**src/step_motion_consts.vh**
```
// constants for the stepper motion command block
`ifndef STEP_MOTION_CONSTS_VH
`define STEP_MOTION_CONSTS_VH
`define MCLK_HZ 40000000
`define TICK_US 1000
`define ADDR_CTRL 8'h00
`define ADDR_RXDATA 8'h04
`define ADDR_TXDATA 8'h08
`define ADDR_STATUS 8'h0C
`define ADDR_POS 8'h10
`define ADDR_BEGIN_VEL 8'h14
`define ADDR_END_VEL 8'h18
`define ADDR_SLOPE 8'h1C
`define ADDR_BOARD 8'h20
`define CTRL_RT_BIT 0
`define CTRL_HWLIM_BIT 1
`define CTRL_HOMEDIS_BIT 2
`define CTRL_RESET 3'h0
`define BOARD_RESET 16'h3061
`define BEGIN_RESET 16'h0010
`define END_RESET 16'h0100
`define SLOPE_RESET 16'h0004
`define CH_CR 8'h0D
`define CH_PLUS 8'h2B
`define CH_MINUS 8'h2D
`define CH_Y 8'h59
`define CH_N 8'h4E
`define CH_S 8'h53
`define CH_ZERO 8'h30
`define CH_NINE 8'h39
`define CH_A_UP 8'h41
`define CMD_MOVE 8'h4D
`define CMD_GETPOS 8'h6D
`define CMD_REL 8'h52
`define CMD_CONT 8'h43
`define CMD_HOME 8'h4E
`define CMD_ABORT 8'h41
`define ST_READY 8'h52
`define ST_BUSY 8'h62
`define ST_UPDATE 8'h75
`define ST_ZEROED 8'h73
`define NIB_DIGITS 4'h8
`define VEL_W 16
`define PHASE_W 24
`endif

```
**src/step_ramp.v**
```verilog
// velocity ramp and step pulse generator
`timescale 1ns/1ps
`include "step_motion_consts.vh"
module step_ramp (
  input wire i_mclk,
  input wire i_reset_n,
  input wire i_run,
  input wire i_tick,
  input wire [`VEL_W-1:0] i_begin,
  input wire [`VEL_W-1:0] i_end,
  input wire [`VEL_W-1:0] i_slope,
  output reg o_step,
  output wire o_at_speed
);
  reg [`VEL_W-1:0] vel_reg;
  reg [`PHASE_W-1:0] phase_reg;
  reg run_d_reg;
  wire [`PHASE_W:0] phase_sum;
  wire [`VEL_W:0] up;
  wire [`VEL_W:0] down;

  assign phase_sum = {1'b0, phase_reg} + {{(`PHASE_W-`VEL_W+1){1'b0}}, vel_reg};
  assign up = {1'b0, vel_reg} + {1'b0, i_slope};
  assign down = {1'b0, vel_reg} - {1'b0, i_slope};
  assign o_at_speed = (vel_reg == i_end);

  always @(posedge i_mclk)
  begin
    if (!i_reset_n)
    begin
      vel_reg <= {`VEL_W{1'b0}};
      phase_reg <= {`PHASE_W{1'b0}};
      run_d_reg <= 1'b0;
      o_step <= 1'b0;
    end
    else
    begin
      run_d_reg <= i_run;
      o_step <= 1'b0;
      if (!i_run)
      begin
        phase_reg <= {`PHASE_W{1'b0}};
      end
      else if (!run_d_reg)
      begin
        // every move starts from the begin velocity
        vel_reg <= i_begin;
      end
      else
      begin
        phase_reg <= phase_sum[`PHASE_W-1:0];
        o_step <= phase_sum[`PHASE_W];
        // slope applied once per tick, clamped at the end velocity
        if (i_tick && vel_reg < i_end)
          vel_reg <= (up[`VEL_W] || up[`VEL_W-1:0] > i_end) ? i_end : up[`VEL_W-1:0];
        else if (i_tick && vel_reg > i_end)
          vel_reg <= (down[`VEL_W] || down[`VEL_W-1:0] < i_end) ? i_end : down[`VEL_W-1:0];
      end
    end
  end
endmodule // step_ramp

```
**src/step_motion.v**
```verilog
// stepper motion command block: apb byte port, command parser, motion control
//
// Decided for this implementation: the APB slave port and the address map.
`timescale 1ns/1ps
`include "step_motion_consts.vh"
module step_motion #(
  parameter TICK_CYCLES = `MCLK_HZ / 1000000 * `TICK_US
) (
  input wire i_mclk,
  input wire i_reset_n,
  input wire i_psel,
  input wire i_penable,
  input wire i_pwrite,
  input wire [31:0] i_paddr,
  input wire [31:0] i_pwdata,
  output wire o_pready,
  output reg [31:0] o_prdata,
  output wire o_pslverr,
  input wire i_home,
  input wire i_limit,
  output reg o_motor_en,
  output wire o_step,
  output reg o_dir_cw
);
  localparam P_PFX = 3'd0;
  localparam P_ADR = 3'd1;
  localparam P_CMD = 3'd2;
  localparam P_ARG = 3'd3;
  localparam P_SKIP = 3'd4;
  localparam K_ABS = 2'd0;
  localparam K_REL = 2'd1;
  localparam K_CONT = 2'd2;
  localparam K_HOME = 2'd3;

  reg [2:0] ctrl_reg;
  reg [15:0] board_reg;
  reg [`VEL_W-1:0] begin_reg;
  reg [`VEL_W-1:0] end_reg;
  reg [`VEL_W-1:0] slope_reg;
  reg [31:0] pos_reg;
  reg [7:0] status_reg;
  reg homed_reg;
  reg home_cw_reg;
  reg [2:0] pstate_reg;
  reg [7:0] cmd_reg;
  reg [1:0] yn_cnt_reg;
  reg yn0_reg;
  reg yn1_reg;
  reg neg_reg;
  reg strip_opt_reg;
  reg strip_reg;
  reg [31:0] num_reg;
  reg running_reg;
  reg [1:0] kind_reg;
  reg away_reg;
  reg [31:0] target_reg;
  reg [31:0] remain_reg;
  reg watch_home_reg;
  reg watch_limit_reg;
  reg speed_chg_reg;
  reg [31:0] resp_reg;
  reg [3:0] resp_cnt_reg;
  reg [1:0] home_sync_reg;
  reg [1:0] limit_sync_reg;
  reg [15:0] tick_cnt_reg;
  reg tick_reg;

  wire setup;
  wire access;
  wire wr;
  wire rd;
  wire [7:0] addr;
  wire [7:0] rx_byte;
  wire rx_we;
  wire is_digit;
  wire [31:0] num_next;
  wire exec;
  wire move_ok;
  wire [31:0] signed_num;
  wire home_trip;
  wire limit_trip;
  wire ramp_step;
  wire at_speed;
  wire stop_now;
  wire mapped;
  wire [3:0] nib;
  wire [7:0] hex_ch;
  reg [3:0] sig_nibs;
  integer k;

  assign setup = i_psel && !i_penable;
  assign access = i_psel && i_penable;
  assign o_pready = access;
  assign addr = i_paddr[7:0];
  assign mapped = (i_paddr[31:8] == 24'h000000) && (addr[1:0] == 2'h0) && (addr <= `ADDR_BOARD);
  assign o_pslverr = access && !mapped;
  assign wr = access && i_pwrite && mapped;
  assign rd = access && !i_pwrite && mapped;
  assign rx_byte = i_pwdata[7:0];
  assign rx_we = wr && addr == `ADDR_RXDATA;
  assign is_digit = rx_byte >= `CH_ZERO && rx_byte <= `CH_NINE;
  assign num_next = {num_reg[28:0], 3'h0} + {num_reg[30:0], 1'b0} + {28'h0000000, rx_byte[3:0] - 4'h0};
  assign exec = rx_we && pstate_reg == P_ARG && rx_byte == `CH_CR;
  assign move_ok = homed_reg || !ctrl_reg[`CTRL_HWLIM_BIT];
  assign signed_num = neg_reg ? (~num_reg + 32'h00000001) : num_reg;
  assign home_trip = home_sync_reg[1] && !ctrl_reg[`CTRL_HOMEDIS_BIT];
  assign limit_trip = !limit_sync_reg[1];
  assign nib = resp_reg[31:28];
  assign hex_ch = (nib < 4'hA) ? (`CH_ZERO + {4'h0, nib}) : (`CH_A_UP + {4'h0, nib} - 8'h0A);

  // how many hex digits are significant, at least one
  always @*
  begin
    sig_nibs = 4'h1;
    for (k = 1; k < 8; k = k + 1)
      if (pos_reg[4*k +: 4] != 4'h0)
        sig_nibs = k[3:0] + 4'h1;
  end

  // stop conditions checked every cycle while moving
  assign stop_now = (kind_reg == K_ABS && pos_reg == target_reg)
    || (kind_reg == K_REL && remain_reg == 32'h00000000)
    || (kind_reg == K_REL && watch_home_reg && home_trip)
    || (kind_reg == K_REL && watch_limit_reg && limit_trip)
    || (kind_reg == K_HOME && (home_trip || ctrl_reg[`CTRL_HOMEDIS_BIT]));

  always @(posedge i_mclk)
  begin
    if (!i_reset_n)
    begin
      home_sync_reg <= 2'h0;
      limit_sync_reg <= 2'h3;
      tick_cnt_reg <= 16'h0000;
      tick_reg <= 1'b0;
    end
    else
    begin
      home_sync_reg <= {home_sync_reg[0], i_home};
      limit_sync_reg <= {limit_sync_reg[0], i_limit};
      tick_reg <= 1'b0;
      if (tick_cnt_reg == TICK_CYCLES[15:0] - 16'h0001)
      begin
        tick_cnt_reg <= 16'h0000;
        tick_reg <= 1'b1;
      end
      else
        tick_cnt_reg <= tick_cnt_reg + 16'h0001;
    end
  end

  // apb read data is captured in the setup cycle
  always @(posedge i_mclk)
  begin
    if (!i_reset_n)
      o_prdata <= 32'h00000000;
    else if (setup && !mapped)
      o_prdata <= 32'h00000000;
    else if (setup)
    begin
      case (addr)
        `ADDR_CTRL: o_prdata <= {29'h0, ctrl_reg};
        `ADDR_TXDATA: o_prdata <= {24'h0, (resp_cnt_reg != 4'h0) ? hex_ch : 8'h00};
        `ADDR_STATUS: o_prdata <= {22'h0, resp_cnt_reg != 4'h0, homed_reg, status_reg};
        `ADDR_POS: o_prdata <= pos_reg;
        `ADDR_BEGIN_VEL: o_prdata <= {16'h0, begin_reg};
        `ADDR_END_VEL: o_prdata <= {16'h0, end_reg};
        `ADDR_SLOPE: o_prdata <= {16'h0, slope_reg};
        `ADDR_BOARD: o_prdata <= {16'h0, board_reg};
        default: o_prdata <= 32'h00000000;
      endcase
    end
  end

  // command parser
  always @(posedge i_mclk)
  begin
    if (!i_reset_n)
    begin
      pstate_reg <= P_PFX;
      cmd_reg <= 8'h00;
      yn_cnt_reg <= 2'h0;
      yn0_reg <= 1'b0;
      yn1_reg <= 1'b1;
      neg_reg <= 1'b0;
      strip_opt_reg <= 1'b0;
      num_reg <= 32'h00000000;
    end
    else if (rx_we)
    begin
      if (rx_byte == `CH_CR)
        pstate_reg <= P_PFX;
      else
      begin
        case (pstate_reg)
          P_PFX: pstate_reg <= (rx_byte == board_reg[7:0]) ? P_ADR : P_SKIP;
          P_ADR: pstate_reg <= (rx_byte == board_reg[15:8]) ? P_CMD : P_SKIP;
          P_CMD:
          begin
            pstate_reg <= P_ARG;
            cmd_reg <= rx_byte;
            yn_cnt_reg <= 2'h0;
            yn0_reg <= 1'b0;
            yn1_reg <= 1'b1;
            neg_reg <= 1'b0;
            strip_opt_reg <= 1'b0;
            num_reg <= 32'h00000000;
          end
          P_ARG:
          begin
            if (is_digit)
              num_reg <= num_next;
            else if (rx_byte == `CH_MINUS)
              neg_reg <= 1'b1;
            else if (rx_byte == `CH_PLUS)
              neg_reg <= 1'b0;
            else if (rx_byte == `CH_S)
              strip_opt_reg <= 1'b1;
            else if (rx_byte == `CH_Y || rx_byte == `CH_N)
            begin
              if (yn_cnt_reg == 2'h0)
                yn0_reg <= rx_byte == `CH_Y;
              else
                yn1_reg <= rx_byte == `CH_Y;
              yn_cnt_reg <= yn_cnt_reg + 2'h1;
            end
          end
          default: pstate_reg <= P_SKIP;
        endcase
      end
    end
  end

  // registers, motion control and response
  always @(posedge i_mclk)
  begin
    if (!i_reset_n)
    begin
      ctrl_reg <= `CTRL_RESET;
      board_reg <= `BOARD_RESET;
      begin_reg <= `BEGIN_RESET;
      end_reg <= `END_RESET;
      slope_reg <= `SLOPE_RESET;
      pos_reg <= 32'h00000000;
      status_reg <= `ST_READY;
      homed_reg <= 1'b0;
      home_cw_reg <= 1'b0;
      strip_reg <= 1'b0;
      running_reg <= 1'b0;
      kind_reg <= K_ABS;
      away_reg <= 1'b0;
      target_reg <= 32'h00000000;
      remain_reg <= 32'h00000000;
      watch_home_reg <= 1'b0;
      watch_limit_reg <= 1'b1;
      speed_chg_reg <= 1'b0;
      resp_reg <= 32'h00000000;
      resp_cnt_reg <= 4'h0;
      o_motor_en <= 1'b0;
      o_dir_cw <= 1'b0;
    end
    else
    begin
      if (wr && addr == `ADDR_CTRL)
        ctrl_reg <= i_pwdata[2:0];
      if (wr && addr == `ADDR_BOARD)
        board_reg <= i_pwdata[15:0];
      if (wr && addr == `ADDR_BEGIN_VEL)
        begin_reg <= i_pwdata[15:0];
      if (wr && addr == `ADDR_SLOPE)
        slope_reg <= i_pwdata[15:0];
      if (wr && addr == `ADDR_END_VEL)
      begin
        end_reg <= i_pwdata[15:0];
        if (running_reg && kind_reg == K_CONT && ctrl_reg[`CTRL_RT_BIT])
        begin
          // keep the end-to-begin offset so the slope profile is unchanged
          begin_reg <= i_pwdata[15:0] - (end_reg - begin_reg);
          speed_chg_reg <= 1'b1;
        end
      end
      if (rd && addr == `ADDR_TXDATA && resp_cnt_reg != 4'h0)
      begin
        resp_reg <= {resp_reg[27:0], 4'h0};
        resp_cnt_reg <= resp_cnt_reg - 4'h1;
      end

      if (running_reg)
      begin
        if (ramp_step && !stop_now)
        begin
          // position simply wraps when a relative move runs past the range
          pos_reg <= away_reg ? pos_reg + 32'h00000001 : pos_reg - 32'h00000001;
          remain_reg <= remain_reg - 32'h00000001;
        end
        if (speed_chg_reg && at_speed)
          speed_chg_reg <= 1'b0;
        status_reg <= (speed_chg_reg && !at_speed) ? `ST_UPDATE : `ST_BUSY;
        if (stop_now)
        begin
          running_reg <= 1'b0;
          o_motor_en <= 1'b0;
          speed_chg_reg <= 1'b0;
          status_reg <= `ST_READY;
          if (kind_reg == K_HOME)
          begin
            pos_reg <= 32'h00000000;
            homed_reg <= 1'b1;
          end
          else if (kind_reg == K_REL && watch_home_reg && home_trip)
            pos_reg <= 32'h00000000;
        end
      end

      if (exec)
      begin
        case (cmd_reg)
          `CMD_MOVE:
            if (move_ok && !running_reg)
            begin
              target_reg <= signed_num;
              away_reg <= $signed(signed_num) > $signed(pos_reg);
              // direction is settled with the enable so it never moves mid-run
              o_dir_cw <= ($signed(signed_num) > $signed(pos_reg)) ? !home_cw_reg : home_cw_reg;
              kind_reg <= K_ABS;
              running_reg <= 1'b1;
              o_motor_en <= 1'b1;
            end
          `CMD_REL:
            if (move_ok && !running_reg)
            begin
              remain_reg <= num_reg;
              away_reg <= !neg_reg;
              o_dir_cw <= neg_reg ? home_cw_reg : !home_cw_reg;
              watch_home_reg <= yn0_reg;
              watch_limit_reg <= yn1_reg;
              kind_reg <= K_REL;
              running_reg <= 1'b1;
              o_motor_en <= 1'b1;
            end
          `CMD_CONT:
            if (move_ok && !running_reg)
            begin
              away_reg <= !neg_reg;
              o_dir_cw <= neg_reg ? home_cw_reg : !home_cw_reg;
              kind_reg <= K_CONT;
              running_reg <= 1'b1;
              o_motor_en <= 1'b1;
            end
          `CMD_HOME:
            if (!running_reg)
            begin
              home_cw_reg <= !neg_reg;
              strip_reg <= strip_opt_reg;
              if (num_reg == 32'h00000000)
              begin
                pos_reg <= 32'h00000000;
                homed_reg <= 1'b1;
                status_reg <= `ST_ZEROED;
              end
              else
              begin
                away_reg <= 1'b0;
                o_dir_cw <= !neg_reg;
                kind_reg <= K_HOME;
                running_reg <= 1'b1;
                o_motor_en <= 1'b1;
              end
            end
          `CMD_GETPOS:
          begin
            resp_cnt_reg <= strip_reg ? sig_nibs : `NIB_DIGITS;
            resp_reg <= strip_reg ? (pos_reg << (`NIB_DIGITS - sig_nibs) * 4) : pos_reg;
          end
          `CMD_ABORT:
          begin
            running_reg <= 1'b0;
            o_motor_en <= 1'b0;
            speed_chg_reg <= 1'b0;
            status_reg <= `ST_READY;
          end
          default: status_reg <= status_reg;
        endcase
      end
    end
  end

  // begin, end and slope shape every move, homing included
  step_ramp u_ramp (
    .i_mclk(i_mclk),
    .i_reset_n(i_reset_n),
    .i_run(running_reg),
    .i_tick(tick_reg),
    .i_begin(begin_reg),
    .i_end(end_reg),
    .i_slope(slope_reg),
    .o_step(ramp_step),
    .o_at_speed(at_speed)
  );

  assign o_step = ramp_step && running_reg;
endmodule // step_motion

```
**config.mk**
```make
export PLATFORM = sky130hd
export DESIGN_NAME = step_motion
export DESIGN_NICKNAME = d
export VERILOG_FILES = /design/src/step_ramp.v /design/src/step_motion.v
export VERILOG_INCLUDE_DIRS = /design/src /design/src/src
export SDC_FILE = /design/constraint.sdc
export NUM_CORES = 2
export LEC_CHECK = 0
export BUFFER_PORTS_ARGS = -buffer_cell sky130_fd_sc_hd__buf_2
export CAP_MARGIN = 10
export CORE_MARGIN = 1.5
export CORE_UTILIZATION = 45
export CTS_BUF_LIST = sky130_fd_sc_hd__clkbuf_2 sky130_fd_sc_hd__clkbuf_4 sky130_fd_sc_hd__clkbuf_8
export DETAILED_ROUTE_END_ITERATION = 10
export PLACE_DENSITY = 0.69
export SYNTH_ARGS = -nofsm -noshare
export SYNTH_HDL_FRONTEND = slang
export SYNTH_SLANG_ARGS = --single-unit
```
**constraint.sdc**
```tcl
create_clock -name i_mclk -period 4.5 [get_ports i_mclk]
set_input_delay 0.225 -clock i_mclk [delete_from_list [all_inputs] [get_ports i_mclk]]
set_output_delay 0.225 -clock i_mclk [all_outputs]
set_load 0.02 [all_outputs]
```
# After elaboration in Yosys (flattened, before gate mapping)
# Cells that the tools add are included.
[word_totals] register_bits=363
[classes] addsub=18 magnitude_cmp=9 bitwise=4 n_mux=131 eq_ne=50 shifts=1 n_reduce_logical=98
[ops] cell="$mux 32" n=21
[ops] cell="$pmux 32 s8" n=1
[ops] cell="$mux 16" n=8
[ops] cell="$eq 8x7->1 const B" n=9
[ops] cell="$add 32x1->32 const B" n=2
[ops] cell="$logic_not 32->1" n=2
[ops] cell="$pmux 32 s2" n=1
[ops] cell="$sub 32x1->32 const B" n=2
[ops] cell="$mux 1" n=56
[ops] cell="$mux 8" n=6
[ops] cell="$mux 4" n=10
[ops] cell="$logic_and 1x1->1" n=38
[ops] cell="$reduce_bool 4->1" n=9
[ops] cell="$add 32x32->32" n=1
[ops] cell="$add 32x4->32" n=1
[ops] cell="$eq 32x32->1" n=1
[ops] cell="$eq 8x5->1 const B" n=4
[ops] cell="$gt 16x16->1" n=2
[ops] cell="$gt 32x32->1" n=1
[ops] cell="$lt 16x16->1" n=2
[ops] cell="$not 32->32" n=1
[ops] cell="$shl 32x32->32" n=1
[ops] cell="$sub 16x16->16" n=2
[ops] cell="$add 24x16->25" n=1
[ops] cell="other kinds (57)" n=129

# Logic depth before layout (Yosys ltp)
[logic_depth] word_depth=17 mapped_depth=24 depth_no_buf=22

# Hierarchy
# From an unflattened synthesis, not the netlist that was laid out.
[unflattened] hier_cells=3494 area_unflattened_um2=27042.2
[by_module_without_submodules] module="step_motion" n_inst=1 cells_each=2766 seq_area_each_um2=6426.2 area_each_um2=21381.8
[by_module_without_submodules] module="step_ramp" n_inst=1 cells_each=728 seq_area_each_um2=840.8 area_each_um2=5660.4

# Worst setup path after synthesis
# Ideal clock, no wire load.
[synth_path] path_kind="register -> register" start="reg slope_reg[2]" end="reg u_ramp.vel_reg[10]" t_required_ns=4.369 slack_ns=-0.186 period_less_slack_ns=4.686 arrival_time_ns=4.556 stages_incl_launch_ff=25 path_buffers=2 cell_sequence="dfxtp_1 inv_1 ha_1 clkbuf_1 nand2b_1 a21oi_1 o21bai_1 a211oi_1 a211oi_1 or3_1 a21oi_1 nor3_1 or2_2 ha_1 nand4_1 a211o_1 a31oi_1 nor3b_1 o21ai_0 a32o_1 or2_2 clkbuf_1 mux2_2 a21oi_1 a21oi_1"
[synth_between] elab_chain_len=7 word_cells_on_any_way=11 classes_between="add/sub (2); order compare (2); mux (5); reduce/logical (2)"
[synth_rtl] element="start, declared" line="step_motion.v:39" rtl="reg [`VEL_W-1:0] slope_reg;"
[synth_rtl] element="start signal, assigned" line="step_motion.v:242" rtl="slope_reg <= `SLOPE_RESET;"
[synth_rtl] element="start signal, assigned" line="step_motion.v:270" rtl="slope_reg <= i_pwdata[15:0];"
[synth_rtl] element="$sub 16x16->17" line="step_ramp.v:24" rtl="assign down = {1'b0, vel_reg} - {1'b0, i_slope};"
[synth_rtl] element="$lt 16x16->1" line="step_ramp.v:57" rtl="vel_reg <= (down[`VEL_W] || down[`VEL_W-1:0] < i_end) ? i_end : down[`VEL_W-1:0];"
[synth_rtl] element="$logic_or 1x1->1" line="step_ramp.v:57"
[synth_rtl] element="$mux 16" line="step_ramp.v:57"
[synth_rtl] element="$mux 16" line="step_ramp.v:56" rtl="else if (i_tick && vel_reg > i_end)"
[synth_rtl] element="$mux 16 (*)" line="step_ramp.v:54" rtl="if (i_tick && vel_reg < i_end)"
[synth_rtl] element="$mux 16 (*)" line="step_ramp.v:44" rtl="else if (!run_d_reg)"
[synth_rtl] element="end signal, assigned" line="step_ramp.v:47" rtl="vel_reg <= i_begin;"
[synth_rtl] element="end signal, assigned" line="step_ramp.v:55" rtl="vel_reg <= (up[`VEL_W] || up[`VEL_W-1:0] > i_end) ? i_end : up[`VEL_W-1:0];"
[synth_rtl] element="end signal, assigned" line="step_ramp.v:57"
[synth_rtl] element="end, declared" line="step_ramp.v:15" rtl="reg [`VEL_W-1:0] vel_reg;"
# Every way passes the cells marked *; elsewhere a longest branch is shown, timed or not. The select of a mux whose other input is x is not followed.
# A chain may end at the register's enable or synchronous reset.

# Final worst setup path
[layout_path] start="reg num_reg[6]" end="reg o_dir_cw"
[layout_between] elab_chain_len=7 word_cells_on_any_way=10 classes_between="add/sub (1); order compare (1); eq/ne (1); mux (4); bitwise (1); reduce/logical (2)"
[layout_rtl] element="start, declared" line="step_motion.v:52" rtl="reg [31:0] num_reg;"
[layout_rtl] element="start signal, assigned" line="step_motion.v:211" rtl="num_reg <= num_next;"
[layout_rtl] element="$not 32->32" line="step_motion.v:105" rtl="assign signed_num = neg_reg ? (~num_reg + 32'h00000001) : num_reg;"
[layout_rtl] element="$add 32x1->32" line="step_motion.v:105"
[layout_rtl] element="$mux 32" line="step_motion.v:105"
[layout_rtl] element="named net signed_num[31]" line="step_motion.v:79" rtl="wire [31:0] signed_num;"
[layout_rtl] element="$gt 32x32->1" line="step_motion.v:323" rtl="o_dir_cw <= ($signed(signed_num) > $signed(pos_reg)) ? !home_cw_reg : home_cw_reg;"
[layout_rtl] element="$mux 1" line="step_motion.v:323"
[layout_rtl] element="$mux 1" line="step_motion.v:318" rtl="if (move_ok && !running_reg)"
[layout_rtl] element="$pmux 1 s3" line="step_motion.v:316" rtl="case (cmd_reg)"
[layout_rtl] element="end signal, assigned" line="step_motion.v:323"
[layout_rtl] element="end signal, assigned" line="step_motion.v:333" rtl="o_dir_cw <= neg_reg ? home_cw_reg : !home_cw_reg;"
[layout_rtl] element="end signal, assigned" line="step_motion.v:344" rtl="o_dir_cw <= neg_reg ? home_cw_reg : !home_cw_reg;"
[layout_rtl] element="end, declared" line="step_motion.v:23" rtl="output reg o_dir_cw"
# The timed path passes the listed nets, and every way through them passes these cells. The select of a mux whose other input is x is not followed.

==> flow_summary.json <==
{
  "slew_violations": 0,
  "worstPathArrival_ps": 5040,
  "clkPwrFrac": 0.501,
  "slew_headroom": 0.2072,
  "synth_flop_cell": "dfxtp_1",
  "switching_share": 0.2431,
  "core_area_um2": 57700,
  "powerDensity_nw_per_um2": 232.5,
  "vias": 24957,
  "drive_gt1_frac": 0.1359,
  "final_area_um2": 30200,
  "cts-root-buf": "clkbuf_8",
  "tightest_slew_ps": 1189,
  "ys_warn_count": 0,
  "fin_crit_sh": 0.9817,
  "wl_per_cell_um": 19.20,
  "dpl.hpwl_um": 60720,
  "fmax_ghz": 0.2264,
  "place_area_um2": 28110,
  "clk_latency_ps": 680,
  "cts_buffers": 68,
  "final_cell_mix": "dfxtp_1 (353), nor2_1 (332), nand2_1 (283), a21oi_1 (280), ha_1 (233)",
  "fin_util": 0.5235,
  "clk_pin_slew_worst_paths_ps": 60,
  "initial_core_util": 0.4556,
  "fp.dieW_um": 244.7,
  "synth-edff-count": 0,
  "regArea_um2": 7282,
  "cp-end-kind": "flop",
  "async_flop_share": 0,
  "drtIter0Drc": 2274,
  "clock_sinks": 363,
  "p_leak_nw": 12.88,
  "hold_viol": 0,
  "combPwrFrac": 0.040,
  "drc": 0,
  "grt_overflow": 0,
  "htreeDepth": 3,
  "synth_xor_area_frac": 0.07764,
  "cts_buffer_depth": 3,
  "cap_violations": 0,
  "ys_seq_elements": 363,
  "synth_top_family_by_area": "compound AO/OA/AOI/OAI gates",
  "vias_per_cell": 5.816,
  "syn-instance-count": 3332,
  "critPathRequiredTime_ps": 5120,
  "dp.cells": 4144,
  "row_count": 88,
  "gp_congestion": 0.9714,
  "crit_fanout": 4,
  "ant_nets": 0,
  "grt_max_degree": 92,
  "synth_nets": 3663,
  "dieArea_um2": 59870,
  "yosys-top-cells-area": "dfxtp_1 (28%), ha_1 (11%), a21oi_1 (5.5%)",
  "grt_pass1_wl_um": 129000,
  "cp-start-kind": "flop",
  "peakVddDrop_v": 0.0001946,
  "multi_input_area_um2": 18020,
  "p_seq_frac": 0.459,
  "yosys.area.top_type": "dfxtp_1",
  "ys_seq_area_frac": 0.2765,
  "pin_count": 108,
  "synth-compound-area-share": 0.2090,
  "power.total_mw": 7.021,
  "finalNonFillerCells": 4291,
  "wirelength_um": 82410,
  "p_sw_mw": 1.707,
  "p_int_mw": 5.314,
  "antenna_found_initial": 5,
  "synthAdderAreaFrac": 0.1298,
  "grt_pass1_vias": 23178,
  "yosys.area_share.simple": 0.1948,
  "layout_commonest_cell": "dfxtp_1",
  "grt_usage": 0.2701,
  "io_buffer_count": 91,
  "rsz0062_at_grt": "yes",
  "first_pass_iters": 6,
  "status": "completed",
  "muxShareOfSynthArea": 0.05836,
  "hold_class": "in2reg",
  "synth_cell_types": 82,
  "final_nets": 3807,
  "crit_type": "reg2reg",
  "tritoncts": "done",
  "finClkSkew_ps": 66.12,
  "synth_top_area_share": 0.2765,
  "min_period_ps": 4418,
  "die_h_um": 244.7,
  "synth_area_per_cell_um2": 7.888,
  "area_growth_pct": 14.91,
  "synthesis.area_um2": 26280,
  "final-setup-viol-count": 0,
  "nFillCells": 5490
}
synth_stat cells (92+ instances only):
cell type and n:
dfxtp_1 363, nor2_1 336, a21oi_1 288, nand2_1 284, ha_1 239, o21ai_0 197, inv_1 188, clkbuf_1 164
mux2i_1 133, xnor2_1 128, xor2_1 105, nand3_1 92
per-stage QoR:
step	setup TNS [ps]	hold slack (ps)	setup slack, ps
after floorplan	0	326.5	3.186
after global placement	-883.4	426.9	-139.8
after detailed placement	-1917	425.1	-206.0
after CTS	0	4.890	17.40
after global routing	-267.4	27.51	-139.1
final	0	49.31	82.17
cell families after synthesis:
group	after synthesis
and+or+nand+nor	1082
buffers and inverters	369
muxes	151
DFF	363
adders and majority gates	260
xor gates and xnor gates	233
AOI/OAI and AO/OA	874
metal layers:
layer,up-vias,wire (um),GRT usage
met5,-,31,0
met4,6,2606,0.09150
met2,925,36140,0.4197
met3,174,6460,0.04745
li1,12191,-,-
met1,11661,37170,0.3758
power groups by stage:
stage / Clock, mW / Combinational, mW / Sequential (mW)
6_report: 3.52 / 0.283 / 3.22
2_1_floorplan: 0 / 0.170 / 3.29
3_5_place_dp: 0 / 0.266 / 3.29
4_1_cts: 3.59 / 0.279 / 3.22
5_1_grt: 3.73 / 0.306 / 3.22
3_3_place_gp: 0 / 0.264 / 3.29
critical path: stages, from the launching register on:
cell and delay [ps]:
dfxtp_2 320, or4_4 530, buf_4 150, or3_4 340, or3_4 370, o21a_4 240
a21oi_2 120, xnor2_1 170, ha_1 310, nand4_1 140, nor2_2 60, buf_4 140
a221oi_2 240, o221ai_1 160, nor4_2 300, xnor2_1 160, o32a_1 320, mux2i_1 130
o221a_2 190
final timing paths:
kind / start / to / slack (ps) / cells after the start
min: i_pwdata[3] / board_reg[3]$_SDFFE_PN0P_ / 50 / 4
max: num_reg[6]$_SDFFE_PN0P_ / o_dir_cw$_SDFFE_PN0P_ / 80 / 18
min reg2reg: o_prdata[18]$_SDFFE_PP0P_ / o_prdata[18]$_SDFFE_PP0P_ / 450 / 2
max reg2reg: num_reg[6]$_SDFFE_PN0P_ / o_dir_cw$_SDFFE_PN0P_ / 80 / 18
final cells by class:
cell class,count,share of cell area
antenna,2,0.0001657
clock buffer,104,0.04387
clock inverter,14,0.005054
inverter,189,0.02365
multi-input combinational,2601,0.5966
sequential,363,0.2411
tap,765,0.03169
timing repair buffer,253,0.05783
timing repair:
action	in CTS	in global routing
setup buffers	2	9
resized for setup	16	67
gates cloned	1	0
pin swaps	9	44
hold buffers	16	0
endpoints found under the hold margin	38	0
setup endpoints to repair	17	18
Power figures use the tool's default switching activity.
